$ cat src/hdl/rfsr_pkg.sv
/*
 * rfsr_pkg: constants, types and register layout for the rail 1 status bank.
 * Assumes a single 40 MHz clock domain; all users reference names with rfsr_pkg::.
 */
package rfsr_pkg;

    // ==========================================================
    // command codes (register offsets)
    localparam logic [7:0] CMD_CLEAR_FAULTS = 8'h03;
    localparam logic [7:0] OFF_SUMMARY_BYTE = 8'h78;
    localparam logic [7:0] OFF_SUMMARY_WORD = 8'h79;
    localparam logic [7:0] OFF_OUTPUT_VOLTAGE_SUMMARY_STATUS = 8'h7a;

    // ==========================================================
    // summary byte / word / output-voltage status field positions
    localparam int SB_NVM_BUSY = 7;
    localparam int SB_RAIL_OFF = 6;
    localparam int SB_OV = 5;
    localparam int SB_OC = 4;
    localparam int SB_VIN_UV = 3;
    localparam int SB_TEMP = 2;
    localparam int SB_COMM = 1;
    localparam int SB_IIN_WARN = 0;
    localparam int SW_OUTPUT_VOLTAGE_SUMMARY = 15;
    localparam int SW_OUTPUT_CURRENT_POWER_SUMMARY = 14;
    localparam int SW_INPUT = 13;
    localparam int SW_SYS_ANA = 12;
    localparam int SW_READY = 11;
    localparam int SW_SYS_DIG = 10;
    localparam int SW_WDOG = 8;
    localparam int VS_OV = 7;
    localparam int VS_UV = 4;
    localparam int VS_LIMIT = 3;
    localparam int VS_FLOAT = 1;

    // ==========================================================
    // sticky flag indices
    localparam int FL_OV = 0;
    localparam int FL_OC = 1;
    localparam int FL_VIN_UV = 2;
    localparam int FL_TEMP = 3;
    localparam int FL_COMM = 4;
    localparam int FL_IIN_WARN = 5;
    localparam int FL_OUTPUT_VOLTAGE_SUMMARY_SUM = 6;
    localparam int FL_IOUT_SUM = 7;
    localparam int FL_INPUT_SUM = 8;
    localparam int FL_SYS_ANA = 9;
    localparam int FL_SYS_DIG = 10;
    localparam int FL_WDOG = 11;
    localparam int FL_UV = 12;
    localparam int FL_LIMIT = 13;
    localparam int FL_FLOAT = 14;
    localparam int FL_COUNT = 15;

    // ==========================================================
    // reset values and timing
    localparam logic [15:0] RD_DATA_RST = 16'h0000;
    localparam int CLK_PERIOD_NS = 25;
    localparam int PG_DELAY_LSB_NS = 2000;
    localparam int PG_DELAY_LSB_CYC = PG_DELAY_LSB_NS / CLK_PERIOD_NS;
    localparam int WDOG_LIMIT_CYC = 1024;
    localparam int VID_W = 9;
    localparam int CODE_W = 12;

    typedef enum logic [1:0] {
        RFSR_RDY_IDLE = 2'b00,
        RFSR_RDY_WAIT = 2'b01,
        RFSR_RDY_GOOD = 2'b10
    } rfsr_rdy_e;

    // protection and warning events from rail logic (same clock)
    typedef struct packed {
        logic ovp_trip;
        logic ocp_trip;
        logic uvp_trip;
        logic output_voltage_summary_ov_warn;
        logic output_voltage_summary_uv_warn;
        logic iout_warn;
        logic pout_fault;
        logic pout_warn;
        logic input_undervoltage_flag;
        logic vin_ov_fault;
        logic iin_oc_fault;
        logic input_overcurrent_warning;
        logic pin_warn;
        logic ot_warn;
        logic ot_fault;
        logic comm_fault;
        logic sys_ana_fault;
        logic sys_dig_fault;
        logic line_float;
        logic prot_off;
    } rfsr_evt_s;

    // ready configuration from the power-good registers
    typedef struct packed {
        logic pol_mode;
        logic [6:0] pg_delay;
        logic [VID_W-1:0] pg_on;
        logic [VID_W-1:0] pg_off;
    } rfsr_rdy_cfg_s;

endpackage : rfsr_pkg

$ cat src/hdl/rfsr_top.sv
/*
 * rfsr_top: rail 1 status bank (summary byte, summary word, output-voltage
 * status), clear-faults handling, monitor watchdog and rail ready tracking.
 * Assumes events come from rail logic on clk; rail_en_pin is an external pin.
 * Register access is by command code on the host command port.
 */
// How it works
// - byte bit 7 shows memory busy live
// - byte bit 6 live rail-off indicator
// - byte bit 5 latches output overvoltage trip
// - byte bit 4 latches output overcurrent trip
// - byte bit 3 latches input undervoltage fault
// - byte bit 2 latches temperature warning or fault
// - byte bit 1 latches any comm fault
// - byte bit 0 flags input overcurrent warning
// - clear-faults command 03h resets latched bits
// - word bit 15 latches output voltage events
// - word bit 14 latches current/power events
// - word bit 13 latches input side events
// - word bits 12,10 latch supply faults
// - vendor mode: ready at boot voltage
// - other mode: ready after threshold and delay
// - other mode: drop below off threshold, fault
// - watchdog overflow resets monitor, sets bit 8
// - word low byte equals summary byte
// - output_voltage_summary bit 7 latches overvoltage trip
// - output_voltage_summary bit 4 latches undervoltage trip
// - output_voltage_summary bit 3 latches code limit violation
// - sense float shuts rail, latches bit 1
`timescale 1ns/100ps

module rfsr_top (
    input wire logic clk, // 40 MHz system clock
    input wire logic reset_n, // async reset, active low
    input wire logic cmd_valid, // host command strobe
    input wire logic [7:0] cmd_code, // command code
    output logic rd_valid, // read data valid pulse
    output logic [15:0] rd_data, // read data
    output logic rd_unsup, // unsupported code pulse
    input wire rfsr_pkg::rfsr_evt_s evt, // protection events
    input wire logic nvm_busy_flag, // nonvolatile store busy
    input wire logic rail_en_pin, // rail enable pin
    input wire logic [rfsr_pkg::VID_W-1:0] vid_code, // requested voltage code
    input wire logic [rfsr_pkg::CODE_W-1:0] code_max, // configured maximum code
    input wire logic [rfsr_pkg::CODE_W-1:0] code_min, // configured minimum code
    input wire logic [rfsr_pkg::VID_W-1:0] output_voltage_summary_code, // sensed output code
    input wire logic boot_reached, // output at boot voltage
    input wire rfsr_pkg::rfsr_rdy_cfg_s rdy_cfg, // ready configuration
    input wire logic mon_start, // monitor calculation start
    input wire logic mon_done, // monitor calculation done
    output logic mon_sm_reset, // monitor state machine reset pulse
    output logic rail_shutdown, // rail forced off by line float
    output logic regulator_ready_output // rail ready
);

    logic rst_meta;
    logic rst_n;
    logic en_meta;
    logic en_sync;
    logic clear_faults;
    logic rail_off;
    logic rail_fault;
    logic limit_hit;
    logic wdog_ovf;
    logic mon_busy_reg;
    logic [10:0] wdog_reg;
    logic [rfsr_pkg::FL_COUNT-1:0] set_vec;
    logic [rfsr_pkg::FL_COUNT-1:0] flags;
    logic [7:0] summary_byte;
    logic [15:0] summary_word;
    logic [7:0] output_voltage_summary_status;
    logic rdy;

    // ==========================================================
    // reset release and pin synchroniser
    always_ff @(posedge clk or negedge reset_n) begin
        if (!reset_n) begin
            rst_meta <= 1'b0;
            rst_n <= 1'b0;
        end else begin
            rst_meta <= 1'b1;
            rst_n <= rst_meta;
        end
    end

    always_ff @(posedge clk or negedge rst_n) begin
        if (!rst_n) begin
            en_meta <= 1'b0;
            en_sync <= 1'b0;
        end else begin
            en_meta <= rail_en_pin;
            en_sync <= en_meta;
        end
    end

    // ==========================================================
    // live conditions
    assign clear_faults = cmd_valid && (cmd_code == rfsr_pkg::CMD_CLEAR_FAULTS);
    assign rail_off = evt.prot_off | rail_shutdown | !en_sync | (vid_code == '0);
    assign rail_fault = evt.ovp_trip | evt.ocp_trip | evt.uvp_trip | evt.line_float
        | evt.prot_off | rail_shutdown;
    assign limit_hit = (rfsr_pkg::CODE_W'(vid_code) > code_max)
        | (rfsr_pkg::CODE_W'(vid_code) < code_min);
    assign wdog_ovf = mon_busy_reg && (wdog_reg == 11'(rfsr_pkg::WDOG_LIMIT_CYC - 1));

    // ==========================================================
    // event to flag mapping
    always_comb begin
        set_vec = '0;
        set_vec[rfsr_pkg::FL_OV] = evt.ovp_trip;
        set_vec[rfsr_pkg::FL_OC] = evt.ocp_trip;
        set_vec[rfsr_pkg::FL_VIN_UV] = evt.input_undervoltage_flag;
        set_vec[rfsr_pkg::FL_TEMP] = evt.ot_warn | evt.ot_fault;
        set_vec[rfsr_pkg::FL_COMM] = evt.comm_fault;
        set_vec[rfsr_pkg::FL_IIN_WARN] = evt.input_overcurrent_warning;
        set_vec[rfsr_pkg::FL_OUTPUT_VOLTAGE_SUMMARY_SUM] = evt.ovp_trip | evt.uvp_trip
            | evt.output_voltage_summary_ov_warn | evt.output_voltage_summary_uv_warn;
        set_vec[rfsr_pkg::FL_IOUT_SUM] = evt.ocp_trip | evt.iout_warn
            | evt.pout_fault | evt.pout_warn;
        set_vec[rfsr_pkg::FL_INPUT_SUM] = evt.input_undervoltage_flag | evt.vin_ov_fault
            | evt.iin_oc_fault | evt.input_overcurrent_warning | evt.pin_warn;
        set_vec[rfsr_pkg::FL_SYS_ANA] = evt.sys_ana_fault;
        set_vec[rfsr_pkg::FL_SYS_DIG] = evt.sys_dig_fault;
        set_vec[rfsr_pkg::FL_WDOG] = wdog_ovf;
        set_vec[rfsr_pkg::FL_UV] = evt.uvp_trip;
        set_vec[rfsr_pkg::FL_LIMIT] = limit_hit;
        set_vec[rfsr_pkg::FL_FLOAT] = evt.line_float;
    end

    rfsr_sticky #(
        .N(rfsr_pkg::FL_COUNT)
    ) u_sticky (
        .clk(clk),
        .rst_n(rst_n),
        .set(set_vec),
        .clear(clear_faults),
        .flags(flags)
    );

    rfsr_ready u_ready (
        .clk(clk),
        .rst_n(rst_n),
        .cfg(rdy_cfg),
        .output_voltage_summary_code(output_voltage_summary_code),
        .boot_reached(boot_reached),
        .enabled(!rail_off),
        .fault(rail_fault),
        .ready(rdy)
    );

    // ==========================================================
    // line float shutdown, held until clear-faults
    always_ff @(posedge clk or negedge rst_n) begin
        if (!rst_n) begin
            rail_shutdown <= 1'b0;
        end else begin
            rail_shutdown <= evt.line_float | (rail_shutdown & ~clear_faults);
        end
    end

    always_ff @(posedge clk or negedge rst_n) begin
        if (!rst_n) begin
            regulator_ready_output <= 1'b0;
        end else begin
            regulator_ready_output <= rdy;
        end
    end

    // ==========================================================
    // monitor calculation watchdog
    always_ff @(posedge clk or negedge rst_n) begin
        if (!rst_n) begin
            mon_busy_reg <= 1'b0;
            wdog_reg <= '0;
        end else if (wdog_ovf) begin
            mon_busy_reg <= 1'b0;
            wdog_reg <= '0;
        end else if (mon_start) begin
            mon_busy_reg <= 1'b1;
            wdog_reg <= '0;
        end else if (mon_done) begin
            mon_busy_reg <= 1'b0;
            wdog_reg <= '0;
        end else if (mon_busy_reg) begin
            wdog_reg <= wdog_reg + 11'd1;
        end
    end

    always_ff @(posedge clk or negedge rst_n) begin
        if (!rst_n) begin
            mon_sm_reset <= 1'b0;
        end else begin
            mon_sm_reset <= wdog_ovf;
        end
    end

    // ==========================================================
    // register images
    always_comb begin
        summary_byte = '0;
        summary_byte[rfsr_pkg::SB_NVM_BUSY] = nvm_busy_flag;
        summary_byte[rfsr_pkg::SB_RAIL_OFF] = rail_off;
        summary_byte[rfsr_pkg::SB_OV] = flags[rfsr_pkg::FL_OV];
        summary_byte[rfsr_pkg::SB_OC] = flags[rfsr_pkg::FL_OC];
        summary_byte[rfsr_pkg::SB_VIN_UV] = flags[rfsr_pkg::FL_VIN_UV];
        summary_byte[rfsr_pkg::SB_TEMP] = flags[rfsr_pkg::FL_TEMP];
        summary_byte[rfsr_pkg::SB_COMM] = flags[rfsr_pkg::FL_COMM];
        summary_byte[rfsr_pkg::SB_IIN_WARN] = flags[rfsr_pkg::FL_IIN_WARN];
        summary_word = {8'h00, summary_byte};
        summary_word[rfsr_pkg::SW_OUTPUT_VOLTAGE_SUMMARY] = flags[rfsr_pkg::FL_OUTPUT_VOLTAGE_SUMMARY_SUM];
        summary_word[rfsr_pkg::SW_OUTPUT_CURRENT_POWER_SUMMARY] = flags[rfsr_pkg::FL_IOUT_SUM];
        summary_word[rfsr_pkg::SW_INPUT] = flags[rfsr_pkg::FL_INPUT_SUM];
        summary_word[rfsr_pkg::SW_SYS_ANA] = flags[rfsr_pkg::FL_SYS_ANA];
        summary_word[rfsr_pkg::SW_READY] = regulator_ready_output;
        summary_word[rfsr_pkg::SW_SYS_DIG] = flags[rfsr_pkg::FL_SYS_DIG];
        summary_word[rfsr_pkg::SW_WDOG] = flags[rfsr_pkg::FL_WDOG];
        output_voltage_summary_status = '0;
        output_voltage_summary_status[rfsr_pkg::VS_OV] = flags[rfsr_pkg::FL_OV];
        output_voltage_summary_status[rfsr_pkg::VS_UV] = flags[rfsr_pkg::FL_UV];
        output_voltage_summary_status[rfsr_pkg::VS_LIMIT] = flags[rfsr_pkg::FL_LIMIT];
        output_voltage_summary_status[rfsr_pkg::VS_FLOAT] = flags[rfsr_pkg::FL_FLOAT];
    end

    // ==========================================================
    // command port answer, one cycle after the strobe
    always_ff @(posedge clk or negedge rst_n) begin
        if (!rst_n) begin
            rd_valid <= 1'b0;
            rd_unsup <= 1'b0;
            rd_data <= rfsr_pkg::RD_DATA_RST;
        end else begin
            rd_valid <= 1'b0;
            rd_unsup <= 1'b0;
            if (cmd_valid) begin
                case (cmd_code)
                    rfsr_pkg::OFF_SUMMARY_BYTE: begin
                        rd_valid <= 1'b1;
                        rd_data <= {8'h00, summary_byte};
                    end
                    rfsr_pkg::OFF_SUMMARY_WORD: begin
                        rd_valid <= 1'b1;
                        rd_data <= summary_word;
                    end
                    rfsr_pkg::OFF_OUTPUT_VOLTAGE_SUMMARY_STATUS: begin
                        rd_valid <= 1'b1;
                        rd_data <= {8'h00, output_voltage_summary_status};
                    end
                    rfsr_pkg::CMD_CLEAR_FAULTS: begin
                        rd_data <= rd_data;
                    end
                    default: begin
                        rd_unsup <= 1'b1;
                    end
                endcase
            end
        end
    end

    // ==========================================================
    // checks
    ov_latch_a: assert property (@(posedge clk) disable iff (!rst_n)
        evt.ovp_trip |=> flags[rfsr_pkg::FL_OV])
        else $error("overvoltage flag not latched");

    clear_flags_a: assert property (@(posedge clk) disable iff (!rst_n)
        (clear_faults && set_vec == '0) |=> (flags == '0))
        else $error("clear-faults left a flag set");

    set_wins_a: assert property (@(posedge clk) disable iff (!rst_n)
        (clear_faults && evt.ocp_trip) |=> flags[rfsr_pkg::FL_OC])
        else $error("event lost during clear");

    flag_hold_a: assert property (@(posedge clk) disable iff (!rst_n)
        (flags[rfsr_pkg::FL_OUTPUT_VOLTAGE_SUMMARY_SUM] && !clear_faults) |=> flags[rfsr_pkg::FL_OUTPUT_VOLTAGE_SUMMARY_SUM])
        else $error("latched flag dropped without clear");

    rail_off_a: assert property (@(posedge clk) disable iff (!rst_n)
        (cmd_valid && cmd_code == rfsr_pkg::OFF_SUMMARY_BYTE && vid_code == '0)
        |=> rd_data[rfsr_pkg::SB_RAIL_OFF])
        else $error("rail-off bit not reported");

    word_low_a: assert property (@(posedge clk) disable iff (!rst_n)
        (cmd_valid && cmd_code == rfsr_pkg::OFF_SUMMARY_WORD)
        |=> (rd_valid && rd_data[7:0] == $past(summary_byte)))
        else $error("word low byte differs from summary byte");

    wdog_ovf_a: assert property (@(posedge clk) disable iff (!rst_n)
        wdog_ovf |=> (mon_sm_reset && !mon_busy_reg && wdog_reg == '0
        && flags[rfsr_pkg::FL_WDOG]))
        else $error("watchdog overflow not handled");

    float_off_a: assert property (@(posedge clk) disable iff (!rst_n)
        evt.line_float |=> (rail_shutdown && flags[rfsr_pkg::FL_FLOAT]) ##1 rail_off)
        else $error("line float did not shut the rail");

    limit_a: assert property (@(posedge clk) disable iff (!rst_n)
        (rfsr_pkg::CODE_W'(vid_code) > code_max) |=> flags[rfsr_pkg::FL_LIMIT])
        else $error("code limit not latched");

    ready_drop_a: assert property (@(posedge clk) disable iff (!rst_n)
        (rdy_cfg.pol_mode && rail_fault) |=> ##1 !regulator_ready_output)
        else $error("ready held through a fault");

    ready_off_a: assert property (@(posedge clk) disable iff (!rst_n)
        (!rdy_cfg.pol_mode && rail_off) |=> ##1 !regulator_ready_output)
        else $error("ready held with rail off");

    busy_live_a: assert property (@(posedge clk) disable iff (!rst_n)
        (cmd_valid && cmd_code == rfsr_pkg::OFF_SUMMARY_BYTE)
        |=> (rd_data[rfsr_pkg::SB_NVM_BUSY] == $past(nvm_busy_flag)))
        else $error("busy bit not live");

endmodule // rfsr_top

$ cat src/hdl/rfsr_sticky.sv
/*
 * rfsr_sticky: bank of latched status flags, one per entry.
 * Assumes set and clear come from the same clock domain; set wins over clear.
 */
`timescale 1ns/100ps

module rfsr_sticky #(
    parameter int N = 8
) (
    input wire logic clk, // system clock
    input wire logic rst_n, // synchronised reset, active low
    input wire logic [N-1:0] set, // event per flag
    input wire logic clear, // clear-faults pulse
    output logic [N-1:0] flags // latched flags
);

    // ==========================================================
    // per-flag latch
    genvar i;
    generate
        for (i = 0; i < N; i++) begin : g_flag
            always_ff @(posedge clk or negedge rst_n) begin
                if (!rst_n) begin
                    flags[i] <= 1'b0;
                end else begin
                    flags[i] <= set[i] | (flags[i] & ~clear);
                end
            end
        end
    endgenerate

endmodule // rfsr_sticky

$ cat src/hdl/rfsr_ready.sv
/*
 * rfsr_ready: rail ready (power-good) tracker for both ready modes.
 * Assumes threshold and delay settings are static on the same clock.
 */
`timescale 1ns/100ps

module rfsr_ready (
    input wire logic clk, // system clock
    input wire logic rst_n, // synchronised reset, active low
    input wire rfsr_pkg::rfsr_rdy_cfg_s cfg, // mode, thresholds, delay
    input wire logic [rfsr_pkg::VID_W-1:0] output_voltage_summary_code, // present output code
    input wire logic boot_reached, // output at boot-up voltage
    input wire logic enabled, // rail output is on
    input wire logic fault, // OV, OC or UV trip, line float or protection off
    output logic ready // rail ready flag
);

    rfsr_pkg::rfsr_rdy_e state_reg;
    rfsr_pkg::rfsr_rdy_e state_next;
    logic [13:0] cnt_reg;
    logic [13:0] delay_cyc;
    logic below_off;

    assign delay_cyc = 14'(cfg.pg_delay * rfsr_pkg::PG_DELAY_LSB_CYC);
    assign below_off = output_voltage_summary_code < cfg.pg_off;

    // ==========================================================
    // next state
    always_comb begin
        state_next = state_reg;
        case (state_reg)
            rfsr_pkg::RFSR_RDY_IDLE: begin
                if (!cfg.pol_mode) begin
                    if (boot_reached && enabled && !fault) state_next = rfsr_pkg::RFSR_RDY_GOOD;
                end else if (output_voltage_summary_code > cfg.pg_on && !fault) begin
                    state_next = rfsr_pkg::RFSR_RDY_WAIT;
                end
            end
            rfsr_pkg::RFSR_RDY_WAIT: begin
                if (fault || below_off || !cfg.pol_mode) begin
                    state_next = rfsr_pkg::RFSR_RDY_IDLE;
                end else if (cnt_reg >= delay_cyc) begin
                    state_next = rfsr_pkg::RFSR_RDY_GOOD;
                end
            end
            rfsr_pkg::RFSR_RDY_GOOD: begin
                if (!cfg.pol_mode) begin
                    if (!enabled || fault) state_next = rfsr_pkg::RFSR_RDY_IDLE;
                end else if (fault || below_off) begin
                    state_next = rfsr_pkg::RFSR_RDY_IDLE;
                end
            end
            default: state_next = rfsr_pkg::RFSR_RDY_IDLE;
        endcase
    end

    always_ff @(posedge clk or negedge rst_n) begin
        if (!rst_n) begin
            state_reg <= rfsr_pkg::RFSR_RDY_IDLE;
        end else begin
            state_reg <= state_next;
        end
    end

    // ==========================================================
    // delay counter, runs only while waiting
    always_ff @(posedge clk or negedge rst_n) begin
        if (!rst_n) begin
            cnt_reg <= '0;
        end else if (state_reg == rfsr_pkg::RFSR_RDY_WAIT) begin
            cnt_reg <= cnt_reg + 14'd1;
        end else begin
            cnt_reg <= '0;
        end
    end

    always_ff @(posedge clk or negedge rst_n) begin
        if (!rst_n) begin
            ready <= 1'b0;
        end else begin
            ready <= (state_next == rfsr_pkg::RFSR_RDY_GOOD);
        end
    end

endmodule // rfsr_ready

$ cat config.mk
export PLATFORM = sky130hd
export DESIGN_NAME = rfsr_top
export DESIGN_NICKNAME = d
export VERILOG_FILES = /design/src/hdl/rfsr_pkg.sv /design/src/hdl/rfsr_top.sv /design/src/hdl/rfsr_sticky.sv /design/src/hdl/rfsr_ready.sv
export SDC_FILE = /design/constraint.sdc
export NUM_CORES = 1
export LEC_CHECK = 0
export BUFFER_PORTS_ARGS = -buffer_cell sky130_fd_sc_hd__buf_2
export CORE_MARGIN = 4
export CORE_UTILIZATION = 40
export DETAILED_ROUTE_END_ITERATION = 10
export PLACE_DENSITY = 0.67
export SYNTH_ARGS = -nofsm -noshare
export SYNTH_HDL_FRONTEND = slang
export SYNTH_HIERARCHICAL = 1
export SYNTH_SLANG_ARGS = --single-unit
export TNS_END_PERCENT = 30
$ cat constraint.sdc
create_clock -name clk -period 2 [get_ports clk]
set_input_delay 0.2 -clock clk [delete_from_list [all_inputs] [get_ports clk]]
set_output_delay 0.2 -clock clk [all_outputs]
set_load 0.005 [all_outputs]
==> results.sh <==
export IMPL_finalMaxSlewViolations=0
export IMPL_finalCriticalPeriod_ns=2.31
export IMPL_cp_end_kind="flop"
export IMPL_cts_root_buf="clkbuf_8"
export IMPL_synthTopCellsByArea="dfrtp_1 39%, ha_1 17%, inv_1 4.7%"
export IMPL_p_seq_frac=0.465
export IMPL_placed_cells=717
export IMPL_max_vdd_ir_drop_v=0.000479
export IMPL_layout_common_cells="121 x buf_2, 67 x dfrtp_1, 52 x inv_1, 52 x ha_1, 37 x nand2_1"
export IMPL_gp_congestion=0.891
export IMPL_cts_sinks=68
export IMPL_r2r_cells=6
export IMPL_num_rows=37
export IMPL_fmax_ghz=0.433
export IMPL_fill_cells=976
export IMPL_hold_viol=0
export IMPL_ys_ff_latch=68
export IMPL_ys_flop_type="dfrtp_1"
export IMPL_cts_tree="done"
export IMPL_p_switching_w=0.000784
export IMPL_synth_top_area_cell="dfrtp_1"
export IMPL_start_util=0.414
export IMPL_switching_share=0.251
export IMPL_drt_pass1_iter_count=4
export IMPL_synth_top_area_share=0.395
export IMPL_via_per_inst=5.07
export IMPL_critPathLaunchType="input pin"
export IMPL_synth_nets=610
export IMPL_numCtsBuffers=9
export IMPL_fin_ws_ns=-0.308
export IMPL_detail_route_antenna_nets=0
export IMPL_first_global_vias=3961
export IMPL_p_clk_frac=0.353
export IMPL_avgSynthCellArea_sq_um=9.63
export IMPL_antenna_found_initial=0
export IMPL_fin_crit_sh=1.15
export IMPL_hpwl_mm=8.36
export IMPL_timing_rr_end="u_ready/state_reg[1]"
export IMPL_num_vias=3730
export IMPL_final_common_cell="buf_2"
export IMPL_crit_start="rdy_cfg[21]"
export IMPL_syn_inst=448
export IMPL_fin_cells=735
export IMPL_grt_pass1_wl_mm=17.6
export IMPL_cp_arrival_ns=2.49
export IMPL_post_place_ws_ns=-0.716
export IMPL_clkTransAtPathRegs_ns=0.07
export IMPL_routed_wl_mm=10.3
export IMPL_violations="setup timing"
export IMPL_p_per_area_nw_per_um2=568
export IMPL_r2r_start="u_ready/cnt_reg[7]"
export IMPL_synth_edff_count=0
export IMPL_combPwrFrac=0.181
export IMPL_finalSetupViolations=3
export IMPL_drc=0
export IMPL_yosys_warnings=6
export IMPL_area_growth_syn_to_layout_pct=27.6
export IMPL_ff2ff_setup_slack_ns=0.24
export IMPL_grt_ovfl_total=0
export IMPL_outcome="finished, violations left"
export IMPL_fin_nets=757
export IMPL_routedWlPerCell_um=13.9
export IMPL_slew_headroom=0.601
export IMPL_clock_latency_ns=0.33
export IMPL_final_area_sq_um=5500
export IMPL_fin_worst_skew_ns=0.00947
export IMPL_hold_class="input pin to flop"
export IMPL_crit_path_end="u_ready/state_reg[1]"
export IMPL_fp_dieW_um=112
export IMPL_diodes=0
export IMPL_core_sq_um=10400
export IMPL_io_pins=125
export IMPL_ys_types=60
export IMPL_die_h_um=112
export IMPL_gr_usage_all_layers=0.167
export IMPL_yosysSeqAreaShare=0.395
export IMPL_cts_max_level=3
export IMPL_portBuffers=123
export IMPL_clockBufferDepth=2
export IMPL_internal_power_w=0.00234
export IMPL_leakage_nw=2.82
export IMPL_drt_initial_drc_count=65
export IMPL_critPathRequiredTime_ns=2.18
export IMPL_drive_gt1_frac=0.311
export IMPL_rsz0062_at_grt="true"
export IMPL_syn_area_sq_um=4310
export IMPL_ys_async_sr_fraction=1.00
export IMPL_crit_fanout=2
export IMPL_place_area_sq_um=5220
export IMPL_worstMarginPinSlew_ns=0.599
export IMPL_maxCapViolCount=0
export IMPL_grt_max_degree=27
export IMPL_path_class="input pin to flop"
export IMPL_finalPower_w=0.00313
export IMPL_die_area_sq_um=12500
-- layer usage --
metal	vias up	GRT usage	share of wire
met5	-	0	0
met1	1766	0.213	0.46
met2	87	0.278	0.47
met3	8	0.0451	0.059
li1	1869	-	-
met4	0	0.0487	0.010
-- power by group through the flow --
stage	Clock [W]	Sequential, W	Combinational [W]
after floorplan	0	0.00149	0.000263
after global placement	0	0.00148	0.000523
after detailed placement	0	0.00148	0.000547
after CTS	0.00114	0.00146	0.000572
after global routing	0.00121	0.00146	0.000653
final	0.00110	0.00146	0.000567
-- synth_stat cells (3+ instances only) --
| library cell | count |
|---|---|
| a21o_1 | 19 |
| a21o_2 | 5 |
| a21oi_1 | 18 |
| a22o_1 | 9 |
| and3_1 | 5 |
| dfrtp_1 | 68 |
| ha_1 | 57 |
| inv_1 | 54 |
| mux2i_1 | 5 |
| nand2_1 | 37 |
| nand2b_1 | 3 |
| nand3_1 | 15 |
| nand4_1 | 9 |
| nor2_1 | 30 |
| nor3_1 | 9 |
| nor4_1 | 5 |
| o21ai_0 | 21 |
| o221ai_1 | 3 |
| or4_1 | 3 |
| xnor2_1 | 7 |
| xor2_1 | 13 |
-- cells by family after synthesis --
family                     after synthesis  synth area share
muxes                                    5            0.0116
DFF                                     68             0.395
and+or+nand+nor                        140             0.174
adders and majority gates               58             0.170
other                                    2           0.00174
AOI/OAI and AO/OA                       94             0.149
xor gates and xnor gates                20            0.0406
buffers and inverters                   61            0.0580
-- worst min-delay path by stage --
| stage | from | cells past startpoint | to |
|---|---|---|---|
| 3_3_place_gp | reset_n | 1 | rst_meta |
| 6_report | evt[3] | 2 | u_sticky/flags[9] |
| 2_1_floorplan | reset_n | 0 | rst_meta |
| 3_5_place_dp | reset_n | 1 | rst_meta |
| 4_1_cts | evt[3] | 2 | u_sticky/flags[9] |
| 5_1_grt | evt[4] | 2 | u_sticky/flags[4] |
-- per-stage QoR --
| step | utilization | setup TNS [ns] | hold slack, ns |
|---|---|---|---|
| 2_1_floorplan | - | -1.22 | -0.0956 |
| 3_3_place_gp | 0.502 | -1.84 | -0.0118 |
| 6_report | 0.528 | -0.837 | 0.0472 |
| 5_1_grt | 0.528 | -1.20 | 0.0352 |
| 3_5_place_dp | 0.502 | -2.08 | -0.00987 |
| 4_1_cts | 0.528 | -0.843 | 0.0313 |
-- layout make-up --
cell class	count	area (sq um)	share of cell area
Timing Repair Buffer	142	792	0.144
Tap cell	136	170	0.0309
Inverter	55	206	0.0375
Sequential cell	68	1700	0.309
Clock inverter	2	35.0	0.00637
Clock buffer	13	159	0.0289
Multi-Input combinational cell	319	2440	0.443
-- worst max-delay path, cell delays in order --
cell	delay, ns
buf_6	0.10
ha_4	0.26
ha_4	0.12
inv_2	0.03
fa_2	0.35
inv_2	0.06
a21oi_2	0.05
o21ai_2	0.16
xnor2_1	0.15
ha_1	0.27
a21o_1	0.17
a21o_1	0.16
a21oi_2	0.12
o21a_1	0.16
o221ai_1	0.11
-- what timing repair did --
| action | 4_1_cts | 5_1_grt |
|---|---|---|
| hold endpoints to repair | 3 | 0 |
| cloned | 0 | 0 |
| resized for setup | 11 | 1 |
| pin swaps | 13 | 9 |
| buffers inserted | 1 | 0 |
| setup endpoints to repair | 3 | 3 |
| hold buffers | 2 | 0 |
Note: power is estimated with default switching activity, not from simulation.
